===== config.mk =====
export PLATFORM = sky130hd
export DESIGN_NAME = hthp_host_port
export DESIGN_NICKNAME = d
export VERILOG_FILES = /design/src/rtl/hthp_pkg.sv /design/src/rtl/hthp_evt_if.sv /design/src/rtl/hthp_host_port.sv /design/src/rtl/hthp_edge_detect.sv /design/src/rtl/hthp_read_mux.sv
export SDC_FILE = /design/constraint.sdc
export NUM_CORES = 1
export LEC_CHECK = 0
export ABC_AREA = 0
export BUFFER_PORTS_ARGS = -buffer_cell sky130_fd_sc_hd__buf_2
export CORE_MARGIN = 2
export CORE_UTILIZATION = 36
export DETAILED_ROUTE_END_ITERATION = 8
export HOLD_SLACK_MARGIN = 0.02
export SETUP_SLACK_MARGIN = 0.05
export SYNTH_ARGS = -nofsm -noshare
export SYNTH_HDL_FRONTEND = slang
export SYNTH_SLANG_ARGS = --single-unit

===== constraint.sdc =====
create_clock -name clk -period 2 [get_ports clk]
set_input_delay 0.3 -clock clk [delete_from_list [all_inputs] [get_ports clk]]
set_output_delay 0.3 -clock clk [all_outputs]
set_load 0.005 [all_outputs]

===== src/rtl/hthp_pkg.sv =====
// hthp_pkg: shared constants and types of the transceiver host port.
// assumes all pins are sampled synchronously to the 50 MHz core clock.
package hthp_pkg;
  // ==========================================================
  // clock
  localparam int unsigned CLK_HZ = 50_000_000;
  // ==========================================================
  // register addresses on the 4-bit address pins
  localparam logic [3:0] ADDR_MAIN = 4'h0; // control (wr) / status (rd)
  localparam logic [3:0] ADDR_GAIN = 4'h1; // receiver gain word
  localparam logic [3:0] ADDR_MASK = 4'h2; // mask (wr) / noise margin
  localparam logic [3:0] ADDR_COEF = 4'h3; // coef select / low byte
  localparam logic [3:0] ADDR_COEFHI = 4'h4; // coefficient high byte
  localparam logic [3:0] ADDR_ACT = 4'h5; // activation status
  localparam logic [3:0] ADDR_STEP = 4'h6; // agc and ffe step gain
  // ==========================================================
  // reset values and reserved answer
  localparam logic [7:0] CONTROL_RST = 8'h00;
  localparam logic [7:0] MASK_RST = 8'h00;
  localparam logic [7:0] COEFSEL_RST = 8'h00;
  localparam logic [7:0] RESERVED_RD = 8'h00;
  // ==========================================================
  // status sources, index into the event vector
  localparam int unsigned NUM_SRC = 5;
  localparam int unsigned SRC_ACTIVE = 0; // link active
  localparam int unsigned SRC_SWL = 1; // sync word lost
  localparam int unsigned SRC_SWLT = 2; // sync word lost timer
  localparam int unsigned SRC_TIMER_EXPIRED = 3; // timer expired
  localparam int unsigned SRC_LOS = 4; // signal lost, both edges
  // sources that fire on a rising edge only
  localparam logic [NUM_SRC-1:0] RISE_SRCS = 5'h0F;
  // sources that fire on a falling edge as well
  localparam logic [NUM_SRC-1:0] FALL_SRCS = 5'h10;
  // ==========================================================
  // interrupt mask register fields
  localparam int unsigned MASK_COEF_EN = 0; // coefficient readout enable
  localparam int unsigned MASK_SRC_LSB = 1; // bits 1..5 mask sources
  // main status register fields
  localparam int unsigned STAT_INT = 7; // interrupt latch
  // ==========================================================
  // bus sequencer states, one-hot
  typedef enum logic [3:0] {
    ST_IDLE = 4'h1,
    ST_WRITE = 4'h2,
    ST_READ = 4'h4,
    ST_HWMODE = 4'h8
  } hthp_bus_e;
endpackage : hthp_pkg


===== src/rtl/hthp_evt_if.sv =====
// hthp_evt_if: status levels and their edge pulses between the
// host port and its edge detector; one clock domain.
`timescale 1ns/10ps
`default_nettype none
interface hthp_evt_if #(parameter int unsigned W = 5);
  logic [W-1:0] level; // status levels as sampled
  logic [W-1:0] rise; // one-cycle low-to-high pulses
  logic [W-1:0] fall; // one-cycle high-to-low pulses
  modport det(input level, output rise, output fall);
  modport user(output level, input rise, input fall);
endinterface : hthp_evt_if
`default_nettype wire


===== src/rtl/hthp_host_port.sv =====
// hthp_host_port: 8-bit strobed microprocessor port of the
// transceiver: control, mask and coefficient select registers,
// read back of status and datapath values, latched interrupt.
// assumes strobes, address and data are synchronous to clk and
// that the host holds each strobe low for at least two clocks.
`timescale 1ns/10ps
`default_nettype none

// Contract
// - transfers only while chip select low
// - all three strobes low selects hardware mode
// - read strobe low drives selected register
// - write captured at write strobe rising edge
// - interrupt latched low until status read
// - rising edge of four indicators interrupts
// - signal lost interrupts on either edge
// - mask bit blocks that source's interrupt
// - coefficient word split into two bytes
// - any of the three reset inputs restores register defaults
// - decode writes 0,2,3 and reads 0..6
// - write-only control, default zero, mirrors pins in hardware mode
module hthp_host_port (
  // clock and reset
  input wire logic clk,
  input wire logic nrst,
  input wire logic resetAN,
  input wire logic resetBN,
  // host bus
  input wire logic chipSelectN,
  input wire logic readN,
  input wire logic writeN,
  input wire logic [3:0] regAddr,
  input wire logic [7:0] dataBusIn,
  output logic [7:0] dataBusOut,
  output logic dataBusOe,
  // open-drain interrupt
  output logic intOut,
  output logic intOe,
  // status indicators from the datapath
  input wire logic linkActive,
  input wire logic syncWordLost,
  input wire logic syncWordLostTimer,
  input wire logic timerExpired,
  input wire logic signalLost,
  // datapath values for read back
  input wire logic [7:0] receiverGain,
  input wire logic [7:0] noiseMarginIn,
  input wire logic [7:0] activationIn,
  input wire logic [7:0] stepGainIn,
  input wire logic [15:0] coefWord,
  // control pins used in hardware mode
  input wire logic [7:0] hwControlPins,
  // register contents to the datapath
  output logic [7:0] controlOut,
  output logic [7:0] coefSelect,
  output logic coefReadoutEnable,
  output logic [7:0] intMaskOut,
  output logic hardwareMode
);
  // ==========================================================
  // state
  typedef struct packed {
    hthp_pkg::hthp_bus_e bus; // bus sequencer
    logic [7:0] control; // main control, write only
    logic [7:0] mask; // interrupt mask and coef enable
    logic [7:0] coefSel; // coefficient select
    logic [3:0] wrAddr; // address held during write pulse
    logic [7:0] wrData; // data held during write pulse
    logic [3:0] rdAddr; // address of the read in progress
    logic [7:0] rdData; // byte on the data lines
    logic rdOe; // data lines driven
    logic intPend; // interrupt latch
    logic [15:0] coefHold; // coefficient snapshot
    logic [7:0] effControl; // control seen by the datapath
  } hthp_port_s;
  hthp_port_s st_r;
  hthp_port_s st_nxt;

  // ==========================================================
  // reset: any of the three resets returns all registers
  logic rstAny;
  assign rstAny = ~nrst | ~resetAN | ~resetBN;

  // ==========================================================
  // edge detection of the status indicators
  hthp_evt_if #(.W(hthp_pkg::NUM_SRC)) evtIf ();

  assign evtIf.level = {signalLost, timerExpired, syncWordLostTimer,
                        syncWordLost, linkActive};

  hthp_edge_detect #(
    .W(hthp_pkg::NUM_SRC)
  ) uEdge (
    .clk(clk),
    .clear(rstAny),
    .evt(evtIf)
  );

  // ==========================================================
  // decode helpers
  // true when the address names a writable register
  function automatic logic isWritable(input logic [3:0] a);
    isWritable = (a == hthp_pkg::ADDR_MAIN) ||
                 (a == hthp_pkg::ADDR_MASK) ||
                 (a == hthp_pkg::ADDR_COEF);
  endfunction : isWritable

  // the three strobes low together mean hardware mode, not a cycle
  function automatic logic hwStrap(input logic cs, input logic rd,
                                   input logic wr);
    hwStrap = ~cs & ~rd & ~wr;
  endfunction : hwStrap

  // ==========================================================
  // interrupt sources after masking
  logic [hthp_pkg::NUM_SRC-1:0] srcMask;
  logic [hthp_pkg::NUM_SRC-1:0] srcEvt;
  logic anyEvt;

  assign srcMask = st_r.mask[hthp_pkg::MASK_SRC_LSB +:
                             hthp_pkg::NUM_SRC];
  // four indicators fire on the rise, signal lost on both edges
  assign srcEvt = ((evtIf.rise & hthp_pkg::RISE_SRCS) |
                   ((evtIf.rise | evtIf.fall) &
                    hthp_pkg::FALL_SRCS)) &
                  ~srcMask;
  assign anyEvt = |srcEvt;

  // ==========================================================
  // read sources
  logic coefEn;
  logic [7:0] statusByte;
  logic [7:0] coefLowByte;
  logic [7:0] coefHighByte;
  logic [7:0] muxByte;

  assign coefEn = st_r.mask[hthp_pkg::MASK_COEF_EN];
  // live indicators in the low bits, interrupt latch on top
  always_comb begin
    statusByte = '0;
    statusByte[hthp_pkg::NUM_SRC-1:0] = evtIf.level;
    statusByte[hthp_pkg::STAT_INT] = st_r.intPend;
  end

  // a read of the low byte snapshots the word, so the high byte
  // read afterwards belongs to the same coefficient
  assign coefLowByte = coefEn ? coefWord[7:0] : 8'h00;
  assign coefHighByte = coefEn ? st_r.coefHold[15:8] : 8'h00;

  // a read being taken shows its own register from its first cycle,
  // not the address of the previous read
  logic [3:0] muxAddr;
  assign muxAddr = (st_r.bus == hthp_pkg::ST_IDLE) ? regAddr : st_r.rdAddr;

  hthp_read_mux uMux (
    .addr(muxAddr),
    .mainStatus(statusByte),
    .gainWord(receiverGain),
    .noiseMargin(noiseMarginIn),
    .coefLow(coefLowByte),
    .coefHigh(coefHighByte),
    .actStatus(activationIn),
    .stepGain(stepGainIn),
    .rdByte(muxByte)
  );

  // ==========================================================
  // next state
  logic intClr;

  always_comb begin
    st_nxt = st_r;
    intClr = 1'b0;
    unique case (st_r.bus)
      // waiting for a strobe under chip select
      hthp_pkg::ST_IDLE: begin
        if (hwStrap(chipSelectN, readN, writeN)) begin
          st_nxt.bus = hthp_pkg::ST_HWMODE;
        end else if (!chipSelectN && !writeN) begin
          st_nxt.bus = hthp_pkg::ST_WRITE;
          st_nxt.wrAddr = regAddr;
          st_nxt.wrData = dataBusIn;
        end else if (!chipSelectN && !readN) begin
          st_nxt.bus = hthp_pkg::ST_READ;
          st_nxt.rdAddr = regAddr;
          // snapshot the word when the low byte is read
          if (regAddr == hthp_pkg::ADDR_COEF) begin
            st_nxt.coefHold = coefWord;
          end
        end
      end
      // write pulse low: keep tracking address and data
      hthp_pkg::ST_WRITE: begin
        if (hwStrap(chipSelectN, readN, writeN)) begin
          st_nxt.bus = hthp_pkg::ST_HWMODE;
        end else if (chipSelectN) begin
          // select withdrawn before the rising edge: no transfer
          st_nxt.bus = hthp_pkg::ST_IDLE;
        end else if (!writeN) begin
          st_nxt.wrAddr = regAddr;
          st_nxt.wrData = dataBusIn;
        end else begin
          // rising edge: values held from the last low cycle
          st_nxt.bus = hthp_pkg::ST_IDLE;
          if (isWritable(st_r.wrAddr)) begin
            unique case (st_r.wrAddr)
              hthp_pkg::ADDR_MAIN: st_nxt.control = st_r.wrData;
              hthp_pkg::ADDR_MASK: st_nxt.mask = st_r.wrData;
              hthp_pkg::ADDR_COEF: st_nxt.coefSel = st_r.wrData;
              default: ; // reserved write, dropped
            endcase
          end
        end
      end
      // read pulse low: data lines driven with the live value
      hthp_pkg::ST_READ: begin
        if (hwStrap(chipSelectN, readN, writeN)) begin
          st_nxt.bus = hthp_pkg::ST_HWMODE;
        end else if (chipSelectN || readN) begin
          st_nxt.bus = hthp_pkg::ST_IDLE;
          // the latch drops at the end of a status read
          intClr = (st_r.rdAddr == hthp_pkg::ADDR_MAIN);
        end
      end
      // pin control: wait for any strobe to rise
      hthp_pkg::ST_HWMODE: begin
        if (!hwStrap(chipSelectN, readN, writeN)) begin
          st_nxt.bus = hthp_pkg::ST_IDLE;
        end
      end
    endcase
    // drive only in a read state and only on the same-cycle condition
    st_nxt.rdOe = (st_nxt.bus == hthp_pkg::ST_READ);
    st_nxt.rdData = st_nxt.rdOe ? muxByte : 8'h00;
    // a new event in the clearing cycle keeps the latch set
    st_nxt.intPend = (st_r.intPend & ~intClr) | anyEvt;
    // pins rule in hardware mode, the register in software mode
    st_nxt.effControl = (st_nxt.bus == hthp_pkg::ST_HWMODE) ?
                        hwControlPins : st_nxt.control;
  end

  // ==========================================================
  // register the state
  always_ff @(posedge clk) begin
    if (rstAny) begin
      st_r.bus <= hthp_pkg::ST_IDLE;
      st_r.control <= hthp_pkg::CONTROL_RST;
      st_r.mask <= hthp_pkg::MASK_RST;
      st_r.coefSel <= hthp_pkg::COEFSEL_RST;
      st_r.wrAddr <= '0;
      st_r.wrData <= '0;
      st_r.rdAddr <= '0;
      st_r.rdData <= '0;
      st_r.rdOe <= 1'b0;
      st_r.intPend <= 1'b0;
      st_r.coefHold <= '0;
      st_r.effControl <= hthp_pkg::CONTROL_RST;
    end else begin
      st_r <= st_nxt;
    end
  end

  // ==========================================================
  // outputs
  // open drain: the pin is only ever pulled low
  assign intOut = 1'b0;
  assign intOe = st_r.intPend;
  assign dataBusOut = st_r.rdData;
  assign dataBusOe = st_r.rdOe;
  assign controlOut = st_r.effControl;
  assign coefSelect = st_r.coefSel;
  assign coefReadoutEnable = coefEn;
  assign intMaskOut = st_r.mask;
  assign hardwareMode = (st_r.bus == hthp_pkg::ST_HWMODE);
endmodule : hthp_host_port
`default_nettype wire


===== src/rtl/hthp_edge_detect.sv =====
// hthp_edge_detect: turns status levels into edge pulses.
// assumes levels are synchronous to clk.
`timescale 1ns/10ps
`default_nettype none
module hthp_edge_detect #(
  parameter int unsigned W = 5
) (
  // clock and reset
  input wire logic clk,
  input wire logic clear,
  // levels in, pulses out
  hthp_evt_if.det evt
);
  // ==========================================================
  // state
  typedef struct packed {
    logic [W-1:0] prev; // level one cycle ago
    logic primed; // prev holds a real sample
  } hthp_edge_s;
  hthp_edge_s st_r;
  hthp_edge_s st_nxt;

  // no edges right after reset: a level already high is not an event
  always_comb begin
    st_nxt = st_r;
    st_nxt.prev = evt.level;
    st_nxt.primed = 1'b1;
    evt.rise = st_r.primed ? (evt.level & ~st_r.prev) : '0;
    evt.fall = st_r.primed ? (~evt.level & st_r.prev) : '0;
  end

  // clear is synchronous, like the rest of the block
  always_ff @(posedge clk) begin
    if (clear) begin
      st_r <= '0;
    end else begin
      st_r <= st_nxt;
    end
  end
endmodule : hthp_edge_detect
`default_nettype wire


===== src/rtl/hthp_read_mux.sv =====
// hthp_read_mux: selects the read register by address.
// assumes every input is already a settled register value.
`timescale 1ns/10ps
`default_nettype none
module hthp_read_mux (
  // selection
  input wire logic [3:0] addr,
  // register contents
  input wire logic [7:0] mainStatus,
  input wire logic [7:0] gainWord,
  input wire logic [7:0] noiseMargin,
  input wire logic [7:0] coefLow,
  input wire logic [7:0] coefHigh,
  input wire logic [7:0] actStatus,
  input wire logic [7:0] stepGain,
  // selected byte
  output logic [7:0] rdByte
);
  // ==========================================================
  // reserved addresses answer a fixed value
  always_comb begin
    unique case (addr)
      hthp_pkg::ADDR_MAIN: rdByte = mainStatus;
      hthp_pkg::ADDR_GAIN: rdByte = gainWord;
      hthp_pkg::ADDR_MASK: rdByte = noiseMargin;
      hthp_pkg::ADDR_COEF: rdByte = coefLow;
      hthp_pkg::ADDR_COEFHI: rdByte = coefHigh;
      hthp_pkg::ADDR_ACT: rdByte = actStatus;
      hthp_pkg::ADDR_STEP: rdByte = stepGain;
      default: rdByte = hthp_pkg::RESERVED_RD;
    endcase
  end
endmodule : hthp_read_mux
`default_nettype wire


==> results of run 1 <==
[routing by layer]
metal | global-route usage [%] | vias up | wire length (um)
met3 | 4.803 | 11 | 487
met4 | 6.190 | 0 | 135
li1 | - | 1558 | -
met2 | 31.23 | 84 | 5114
met1 | 21.22 | 1527 | 4244
met5 | 0 | - | 0
[registers in the layout, indices dropped and copies added (netlist names)]
name and flops:
coefSelect 8, controlOut 8, dataBusOe 1, dataBusOut 8, intMaskOut 8, intOe 1
st_r 36, uEdge.st_r 6
[critical path, cell delays in order (launching register included)]
cell,delay [ns]
dfxtp_2,0.32
or4b_4,0.54
buf_6,0.15
mux2_4,0.35
a222oi_1,0.35
and4_1,0.23
nor3_1,0.04
[power by group]
part / switching (uW) / total, uW / internal (uW)
sequential: 6.06 / 1530 / 1520
combinational: 147 / 290 / 144
clock: 569 / 1140 / 569
[synthesized netlist by cell type (all sizes together) (2+ instances only)]
master	n	area [um2]
mux2i	49	490.5
xnor2	2	17.52
nand4	2	12.51
maj3	2	20.02
a311oi	3	26.28
inv	5	18.77
nand2	4	15.01
nor2	61	229.0
nor4bb	5	50.05
nor4b	6	52.55
a22o	6	52.55
and4	6	52.55
nor3	10	50.05
buf	38	287.8
nand3	14	70.07
or4	3	22.52
nor3b	4	30.03
a222oi	6	60.06
nand2b	3	26.27
or3	2	12.51
nand3b	2	15.01
clkbuf	18	67.56
o21ai	5	25.02
xor2	2	17.52
a22oi	7	52.55
and2	5	31.28
mux2	6	75.07
or4b	3	30.03
a21oi	5	25.02
dfxtp	76	1521
or2	4	25.03
a211oi	10	75.07
nor4	2	18.77
[cells in the final DEF, fill, tap and decap left out, types with 5 or more instances in the layout]
cell type,n
and4_1,6
nor4bb_1,5
a22o_1,6
nor3_1,8
a222oi_1,6
clkbuf_8,9
a22oi_1,6
buf_4,24
nor2_1,61
a211oi_2,5
nor4b_1,6
buf_2,114
mux2i_1,43
and2_1,5
nand3_1,12
a211oi_1,5
buf_6,6
dfxtp_1,75
[through the flow]
step | instance area (um2) | worst slack (ns) | util (%) | power [uW]
floorplan | 3651 | 0.01135 | - | 1699
global placement | 4212 | -0.05309 | 42.89 | 1827
detailed placement | 4212 | -0.1295 | 42.89 | 1831
CTS | 4449 | -0.1192 | 45.31 | 2985
global route | 4611 | -0.1721 | 46.95 | 3086
finish | 4611 | -0.1120 | 46.95 | 2955
[final timing paths]
path | startpoint | end | slack [ns] | cells after the start
worst max-delay path | st_r[75] | dataBusOut[2] | -0.11 | 6
worst min-delay path | dataBusIn[3] | st_r[41] | 0.18 | 3
worst max register to register | st_r[75] | dataBusOut[2] | -0.11 | 6
worst min register to register | uEdge.st_r[0] | intOe | 0.47 | 2
[kinds of logic (layout without fill, tap and decap cells)]
| family | after synthesis | in the layout |
|---|---|---|
| AND/OR/NAND/NOR | 137 | 137 |
| flip-flops | 76 | 76 |
| buffers and inverters | 61 | 165 |
| multiplexers | 55 | 55 |
| AO/OA/AOI/OAI | 49 | 49 |
| XOR/XNOR | 4 | 4 |
| adder cells (fa/ha/maj) | 2 | 2 |
| other | 1 | 1 |
[area by class of cell]
cell class                      instances  area, um2  area share, %
Clock buffer                            9      123.9          2.687
Clock inverter                          6      63.81          1.384
Inverter                                5      18.77         0.4071
Multi-Input combinational cell        248       1877          40.71
Sequential cell                        76       1523          33.03
Tap cell                              133      166.4          3.609
Timing Repair Buffer                  145      838.3          18.18
[repair_timing]
action	4_1_cts	5_1_grt
pin swaps	8	16
buffers inserted	2	5
hold endpoints to repair	0	0
gates resized for setup	8	27
hold buffers	0	0
setup endpoints to repair	35	44
==> results.md, run 1 <==
* Startpoint types: flop
* Detailed Place HPWL at 7.319 mm
* Iter 0 DRT Violations at 153
* Layout net count at 565
* Min setup slack post-route at -0.1120 ns
* Post-DRT Antenna Nets at 0
* Synth Area in Simple Gates at 20.72%
* ANT cells at 0
* FF+latch count, synth at 76
* CTS tree: yes
* Leakage at 0.002149 uW
* Final Hold Fails at 0
* DR WL/cell at 16.05 um
* Initial antenna violation count at 0
* P&R area growth vs syn at 26.42%
* Vias per cell at 5.113
* Clock Skew at 0.01618 ns
* Grt total ovfl at 0
* Crit-path max FO at 8
* Largest net degree at the start of global routing at 46
* Status: complete, but fails checks
* Netlist cell types at 50
* RSZ-0062 raised after global routing: yes
* Port buffer count at 115
* FILL cells at 999
* I/O pins at 117
* CP arrival at 2.32 ns
* Yosys Warn Count at 0
* CP Capture Type: flop
* Worst Hold Slack at 0.1812 ns
* Post-synthesis sequential area ratio at 41.72%
* Die X at 104.7 um
* RePlAce Congestion at 0.8807
* Achievable clock frequency at 473.5 MHz
* Slew Viols, Final at 0
* Mean Syn Cell Area at 9.473 um2
* Minimum clock period at 2.112 ns
* Adder and majority gate portion of the synthesized area at 0.5489%
* Core Footprint at 9819 um2
* Skew-Pair Late Insertion Delay at 0.34 ns
* Die ar. at 10,950 um2
* Placed Cells at 600
* Clock transition at path regs at 0.08 ns
* Bufs on Longest Clock Path at 2
* Die height at 104.7 um
* Max Cap Viol at 0
* Clk sink count at 76
* Layout cells sized above 1 at 39.26%
* CTS buffer count at 9
* Violations in the final reports: negative setup slack
* Total GRT Usage at 17.92%
* Async SR Flop Fraction at 0%
* Final setup TNS at -0.7071 ns
* Max VDD drop at 457.1 uV
* Worst hold path type: in -> reg
* Vias in the first global route at 3,139
* Post-Synthesis Cells at 385
* Row Count at 36
* Cell area after synthesis at 3647 um2
* Final setup viols at 9
* Root Driver: clkbuf_8
* Post-synthesis compound-gate area fraction at 10.19%
* Starting Density at 37.14%
* Synth Net Count at 465
* Post-synth EDFFs at 0
* Mux cell area share after synthesis at 15.51%
* Largest family of logic cells by synthesized area: simple AND/OR/NAND/NOR gates
* Worst Tran Pin Value at 0.6404 ns
* First-pass GRT wire length at 15.74 mm
* Tcrit/Tclk final at 105.6%
* Residual DRC count at 0
* Final WL at 9.981 mm
* First-pass DRT Iterations at 4
* Non-filler cells, final at 622
* Pwr dens at 640.9 nW/um2
* Worst slew margin at 57.25%
* Ys flop type: dfxtp_1
* H-tree depth at 3
* CP Class: reg -> reg
* Total vias in the final route at 3,180
* Worst path required time at 2.21 ns
* Xor/xnor share of the synthesized area at 0.9605%
(Power assumes the default switching activity.)
==> run 2, diff against run 1 <==
RECOVER_POWER = 100   (was unset)
clock period = 2.49 ns   (was 2 ns; I/O delays follow)
==> run 2 against run 1 <==
Effect of this change: the flow now finishes without violations; core utilization is 3.3 points lower; maximum frequency is 8.3% lower; combinational power down 30%; global-route usage decreased by 1.1 points; die area unchanged; via count shrank 5.8%; routed wire length down 8.4%.
==> results.md, run 2 (synthesized netlist as in run 1, its figures left out) <==
* First-pass DRT Iterations at 5
* P&R area growth vs syn at 17.63%
* Residual DRC count at 0
* Root Driver: clkbuf_8
* Worst hold path type: in -> reg
* Worst slew margin at 37.73%
* Largest net degree at the start of global routing at 40
* First-pass GRT wire length at 14.86 mm
* Commonest non-fill, non-tap cell in the layout: buf_2
* Most frequent cells in the layout: 96 x buf_2, 76 x dfxtp_1, 61 x nor2_1
* Top delay family on crit path: simple AND/OR/NAND/NOR gates
* Clock Skew at 0.01364 ns
* Buf/Inv on CP at 0
* Final setup viols at 0
* Vias in the first global route at 2,960
* CP Class: reg -> reg
* Top reg by flops: st_r
* Status: complete, no violations
* RSZ-0062 raised after global routing: no
* CTS Hold Bufs at 0
* Crit-path max FO at 10
* Switch share at 23.36%
* Sw power at 584.8 uW
* Placed Cells at 587
* Die X at 104.7 um
* Pwr dens at 583.3 nW/um2
* PostCTS Resize Cnt at 0
* H-tree depth at 3
* I/O pins at 117
* Bufs on Longest Clock Path at 2
* Crit-path max cell delay at 0.74 ns
* Gate power share at 8.1%
* Final setup TNS at 0 ns
* Port buffer count at 115
* CTS tree: yes
* Die ar. at 10,950 um2
* Reg power frac at 49.0%
* CP Capture Type: flop
* DR WL/cell at 15.17 um
* Row Count at 36
* Post-DRT Antenna Nets at 0
* Startpoint types: flop
* Clk sink count at 76
* Non-filler cells, final at 603
* Slew Viols, Final at 0
* Total GRT Usage at 16.85%
* Grt total ovfl at 0
* Worst Tran Pin Value at 0.9341 ns
* Core Footprint at 9819 um2
* Detailed Place HPWL at 7.017 mm
* Vias per cell at 4.968
* Slowest-stage cell, CP: or4b_1
* Max Cap Viol at 0
* Final WL at 9.147 mm
* Worst path required time at 2.72 ns
* RePlAce Congestion at 0.8590
* Max VDD drop at 394.0 uV
* Skew-Pair Late Insertion Delay at 0.35 ns
* Total vias in the final route at 2,996
* Iter 0 DRT Violations at 184
* CTS buffer count at 9
* Setup Buffers After CTS at 0
* Starting Density at 37.14%
* Leakage at 0.001970 uW
* ANT cells at 0
* Layout cells sized above 1 at 27.23%
* Initial antenna violation count at 0
* Tcrit/Tclk final at 92.50%
* Minimum clock period at 2.303 ns
* CP arrival at 2.54 ns
* Achievable clock frequency at 434.2 MHz
* Largest register FFs at 36
* Worst-path cell chain: or4b_1 -> or3_1 -> nand2b_2 -> mux2i_1 -> nor2_1
* P_int at 1918 uW
* Die height at 104.7 um
* Clock transition at path regs at 0.09 ns
* Layout net count at 545
* Final Hold Fails at 0
* Clock power share at 42.9%
run 2: cell type report:
| type | instances | area [um2] |
|---|---|---|
| clock buffers | 10 | 137.6 |
| clock inverters | 6 | 93.84 |
| fillers | 1061 | 5529 |
| inverters | 5 | 18.77 |
| flip-flops and latches | 76 | 1521 |
| multi-input cells | 248 | 1743 |
| well taps | 133 | 166.4 |
| repair buffers | 125 | 609.3 |
run 2: worst min-delay path, delay by kind of cell:
kind,cells,cell delay (ns)
buffers and inverters,1,0.08
and+or+nand+nor,1,0.07
muxes,1,0.05
run 2: power groups by stage:
stage | registers [uW] | logic (uW) | clock network (uW)
CTS | 1230 | 205 | 1100
global placement | 1250 | 205 | 0
floorplan | 1250 | 111 | 0
global route | 1230 | 221 | 1160
detailed placement | 1250 | 204 | 0
finish | 1230 | 203 | 1070
run 2: final timing paths:
check | cells past startpoint | slack, ns | startpoint | to
worst min-delay path | 3 | 0.26 | dataBusIn[5] | st_r[43]
worst min register to register | 2 | 0.50 | uEdge.st_r[0] | intOe
worst max-delay path | 5 | 0.19 | st_r[75] | st_r[22]
worst max register to register | 5 | 0.19 | st_r[75] | st_r[22]
run 2: metrics by stage:
step	util (%)	hold WS (ns)	power [uW]	instance area, um2	setup slack, ns
floorplan	-	0.4174	1364	3647	0.4963
global placement	41.90	0.4730	1459	4114	0.2410
detailed placement	41.90	0.4695	1459	4114	0.1988
CTS	44.25	0.2436	2526	4345	0.1907
global route	43.69	0.2548	2603	4290	0.07870
finish	43.69	0.2571	2503	4290	0.1867
run 2: metal layers:
layer	global-route usage (%)	vias to the layer above	part of all wire, %
met3	4.304	7	5.3
met5	0	-	0
li1	-	1513	-
met1	20.64	1401	43
met4	4.667	0	0.96
met2	29.27	75	51
==> run 3, diff against run 2 <==
CORE_ASPECT_RATIO = 1.2   (was unset)
==> run 3 against run 2 <==
Effect of this change: routed wire length up 1.9%; clock power grew 25%; register-to-register slack about the same; clock-buffer cell count unchanged; design area rose by 1.5%; via count rose by 1.4%; flip-flop and latch count unchanged; hold slack better by 0.020 ns; first-iteration DRC count up 20%.
==> results.md, run 3 (synthesized netlist as in run 1, its figures left out) <==
* Status: complete, no violations
* First-pass GRT wire length at 14.60 mm
* Pre-CTS WS at 0.2469 ns
* I/O pins at 117
* Setup Buffers After CTS at 0
* Commonest non-fill, non-tap cell in the layout: buf_2
* CP arrival at 2.50 ns
* Min setup slack post-route at 0.1809 ns
* Startpoint types: flop
* Total GRT Usage at 17.35%
* CP Class: reg -> reg
* Worst slew margin at 39.52%
* Top reg by flops: st_r
* Total vias in the final route at 3,039
* CTS Hold Bufs at 0
* First-pass DRT Iterations at 4
* Grt total ovfl at 0
* DR WL/cell at 15.69 um
* CTS tree: yes
* Die height at 114.3 um
* Final setup TNS at 0 ns
* Placed inst area at 4090 um2
* Die ar. at 10,960 um2
* Residual DRC count at 0
* Switch share at 23.01%
* Worst Tran Pin Value at 0.9046 ns
* Die X at 95.89 um
* Gate power share at 7.2%
* Pwr dens at 635.3 nW/um2
* Row Count at 40
* Core Footprint at 9960 um2
* Non-filler cells, final at 594
* P_int at 2131 uW
* Starting Density at 36.62%
* Slew Viols, Final at 0
* Leakage at 0.001991 uW
* Worst path required time at 2.68 ns
* R2R depth at 5
* Clock power share at 48.4%
* RR Endpoint: st_r[16]
* Sw power at 636.9 uW
* CTS buffer count at 9
* Largest register FFs at 36
* Achievable clock frequency at 433.1 MHz
* Max Cap Viol at 0
* Crit-path max FO at 10
* Skew-Pair Late Insertion Delay at 0.33 ns
* Vias in the first global route at 2,991
* Most frequent cells in the layout: 93 x buf_2, 76 x dfxtp_1, 61 x nor2_1
* P&R area growth vs syn at 19.45%
* ANT cells at 0
* RSZ-0062 raised after global routing: no
* RePlAce Congestion at 0.8110
* Final Hold Fails at 0
* Final setup viols at 0
* Root Driver: clkbuf_16
* Critical Path End: st_r[16]
* Minimum clock period at 2.309 ns
* Placed Cells at 578
* Critical Path Source: st_r[75]
* Worst hold path type: in -> reg
* Layout net count at 543
* Clock transition at path regs at 0.06 ns
* Setup slack, reg-to-reg at 0.18 ns
* Reg power frac at 44.4%
* Max VDD drop at 375.1 uV
* Post-DRT Antenna Nets at 0
* Tcrit/Tclk final at 92.73%
* Vias per cell at 5.116
* Port buffer count at 115
* Bufs on Longest Clock Path at 2
* PostCTS Resize Cnt at 0
* Initial antenna violation count at 0
* Clk sink count at 76
* Final instance area at 4357 um2
* Largest net degree at the start of global routing at 59
* CP Capture Type: flop
* Iter 0 DRT Violations at 221
* Layout cells sized above 1 at 26.92%
* H-tree depth at 3
* Final WL at 9.320 mm
* R2r startpoint: st_r[75]
* Detailed Place HPWL at 6.788 mm
* Clock Skew at 0.006947 ns
[run 3: area by class of cell]
cell class | instances | area (um2)
well taps | 126 | 157.7
clock inverters | 6 | 71.32
inverters | 5 | 18.77
multi-input cells | 248 | 1747
flip-flops and latches | 76 | 1521
repair buffers | 123 | 601.8
clock buffers | 10 | 239.0
fillers | 995 | 5603
[run 3: power groups by stage]
stage	logic, uW	registers, uW	clock network (uW)
global placement	203	1250	0
finish	200	1230	1340
CTS	204	1230	1380
global route	221	1230	1430
detailed placement	203	1250	0
floorplan	111	1250	0
[run 3: metrics by stage]
stage | hold WS [ns] | utilization, % | power, uW
after floorplan | 0.4174 | - | 1364
after global placement | 0.4457 | 41.07 | 1458
after detailed placement | 0.4479 | 41.07 | 1457
after CTS | 0.2647 | 44.18 | 2811
after global routing | 0.2698 | 43.74 | 2881
final | 0.2775 | 43.74 | 2768
[run 3: critical path, cell delays in order (launching register included)]
cell and delay [ns]:
dfxtp_1 0.31, or4b_1 0.75, or3_1 0.41, nand2b_1 0.40, mux2i_1 0.25, nor2_1 0.05
[run 3: worst min-delay path by stage]
stage	slack (ns)	depth (start not counted)	end	startpoint
final	0.28	3	st_r[20]	coefWord[12]
after floorplan	0.42	2	intOe	uEdge.st_r[0]
after CTS	0.26	3	st_r[39]	dataBusIn[1]
after global routing	0.27	3	st_r[21]	coefWord[13]
after detailed placement	0.45	2	intOe	uEdge.st_r[0]
after global placement	0.45	2	intOe	uEdge.st_r[0]
[run 3: routing by layer]
metal  vias to the layer above  global-route usage (%)  routed length (um)
li1                       1513                       -                   -
met1                      1419                   20.68                4121
met2                        93                   29.93                4551
met3                        14                   3.292                 478
met4                         0                   7.619                 170
met5                         -                       0                   0
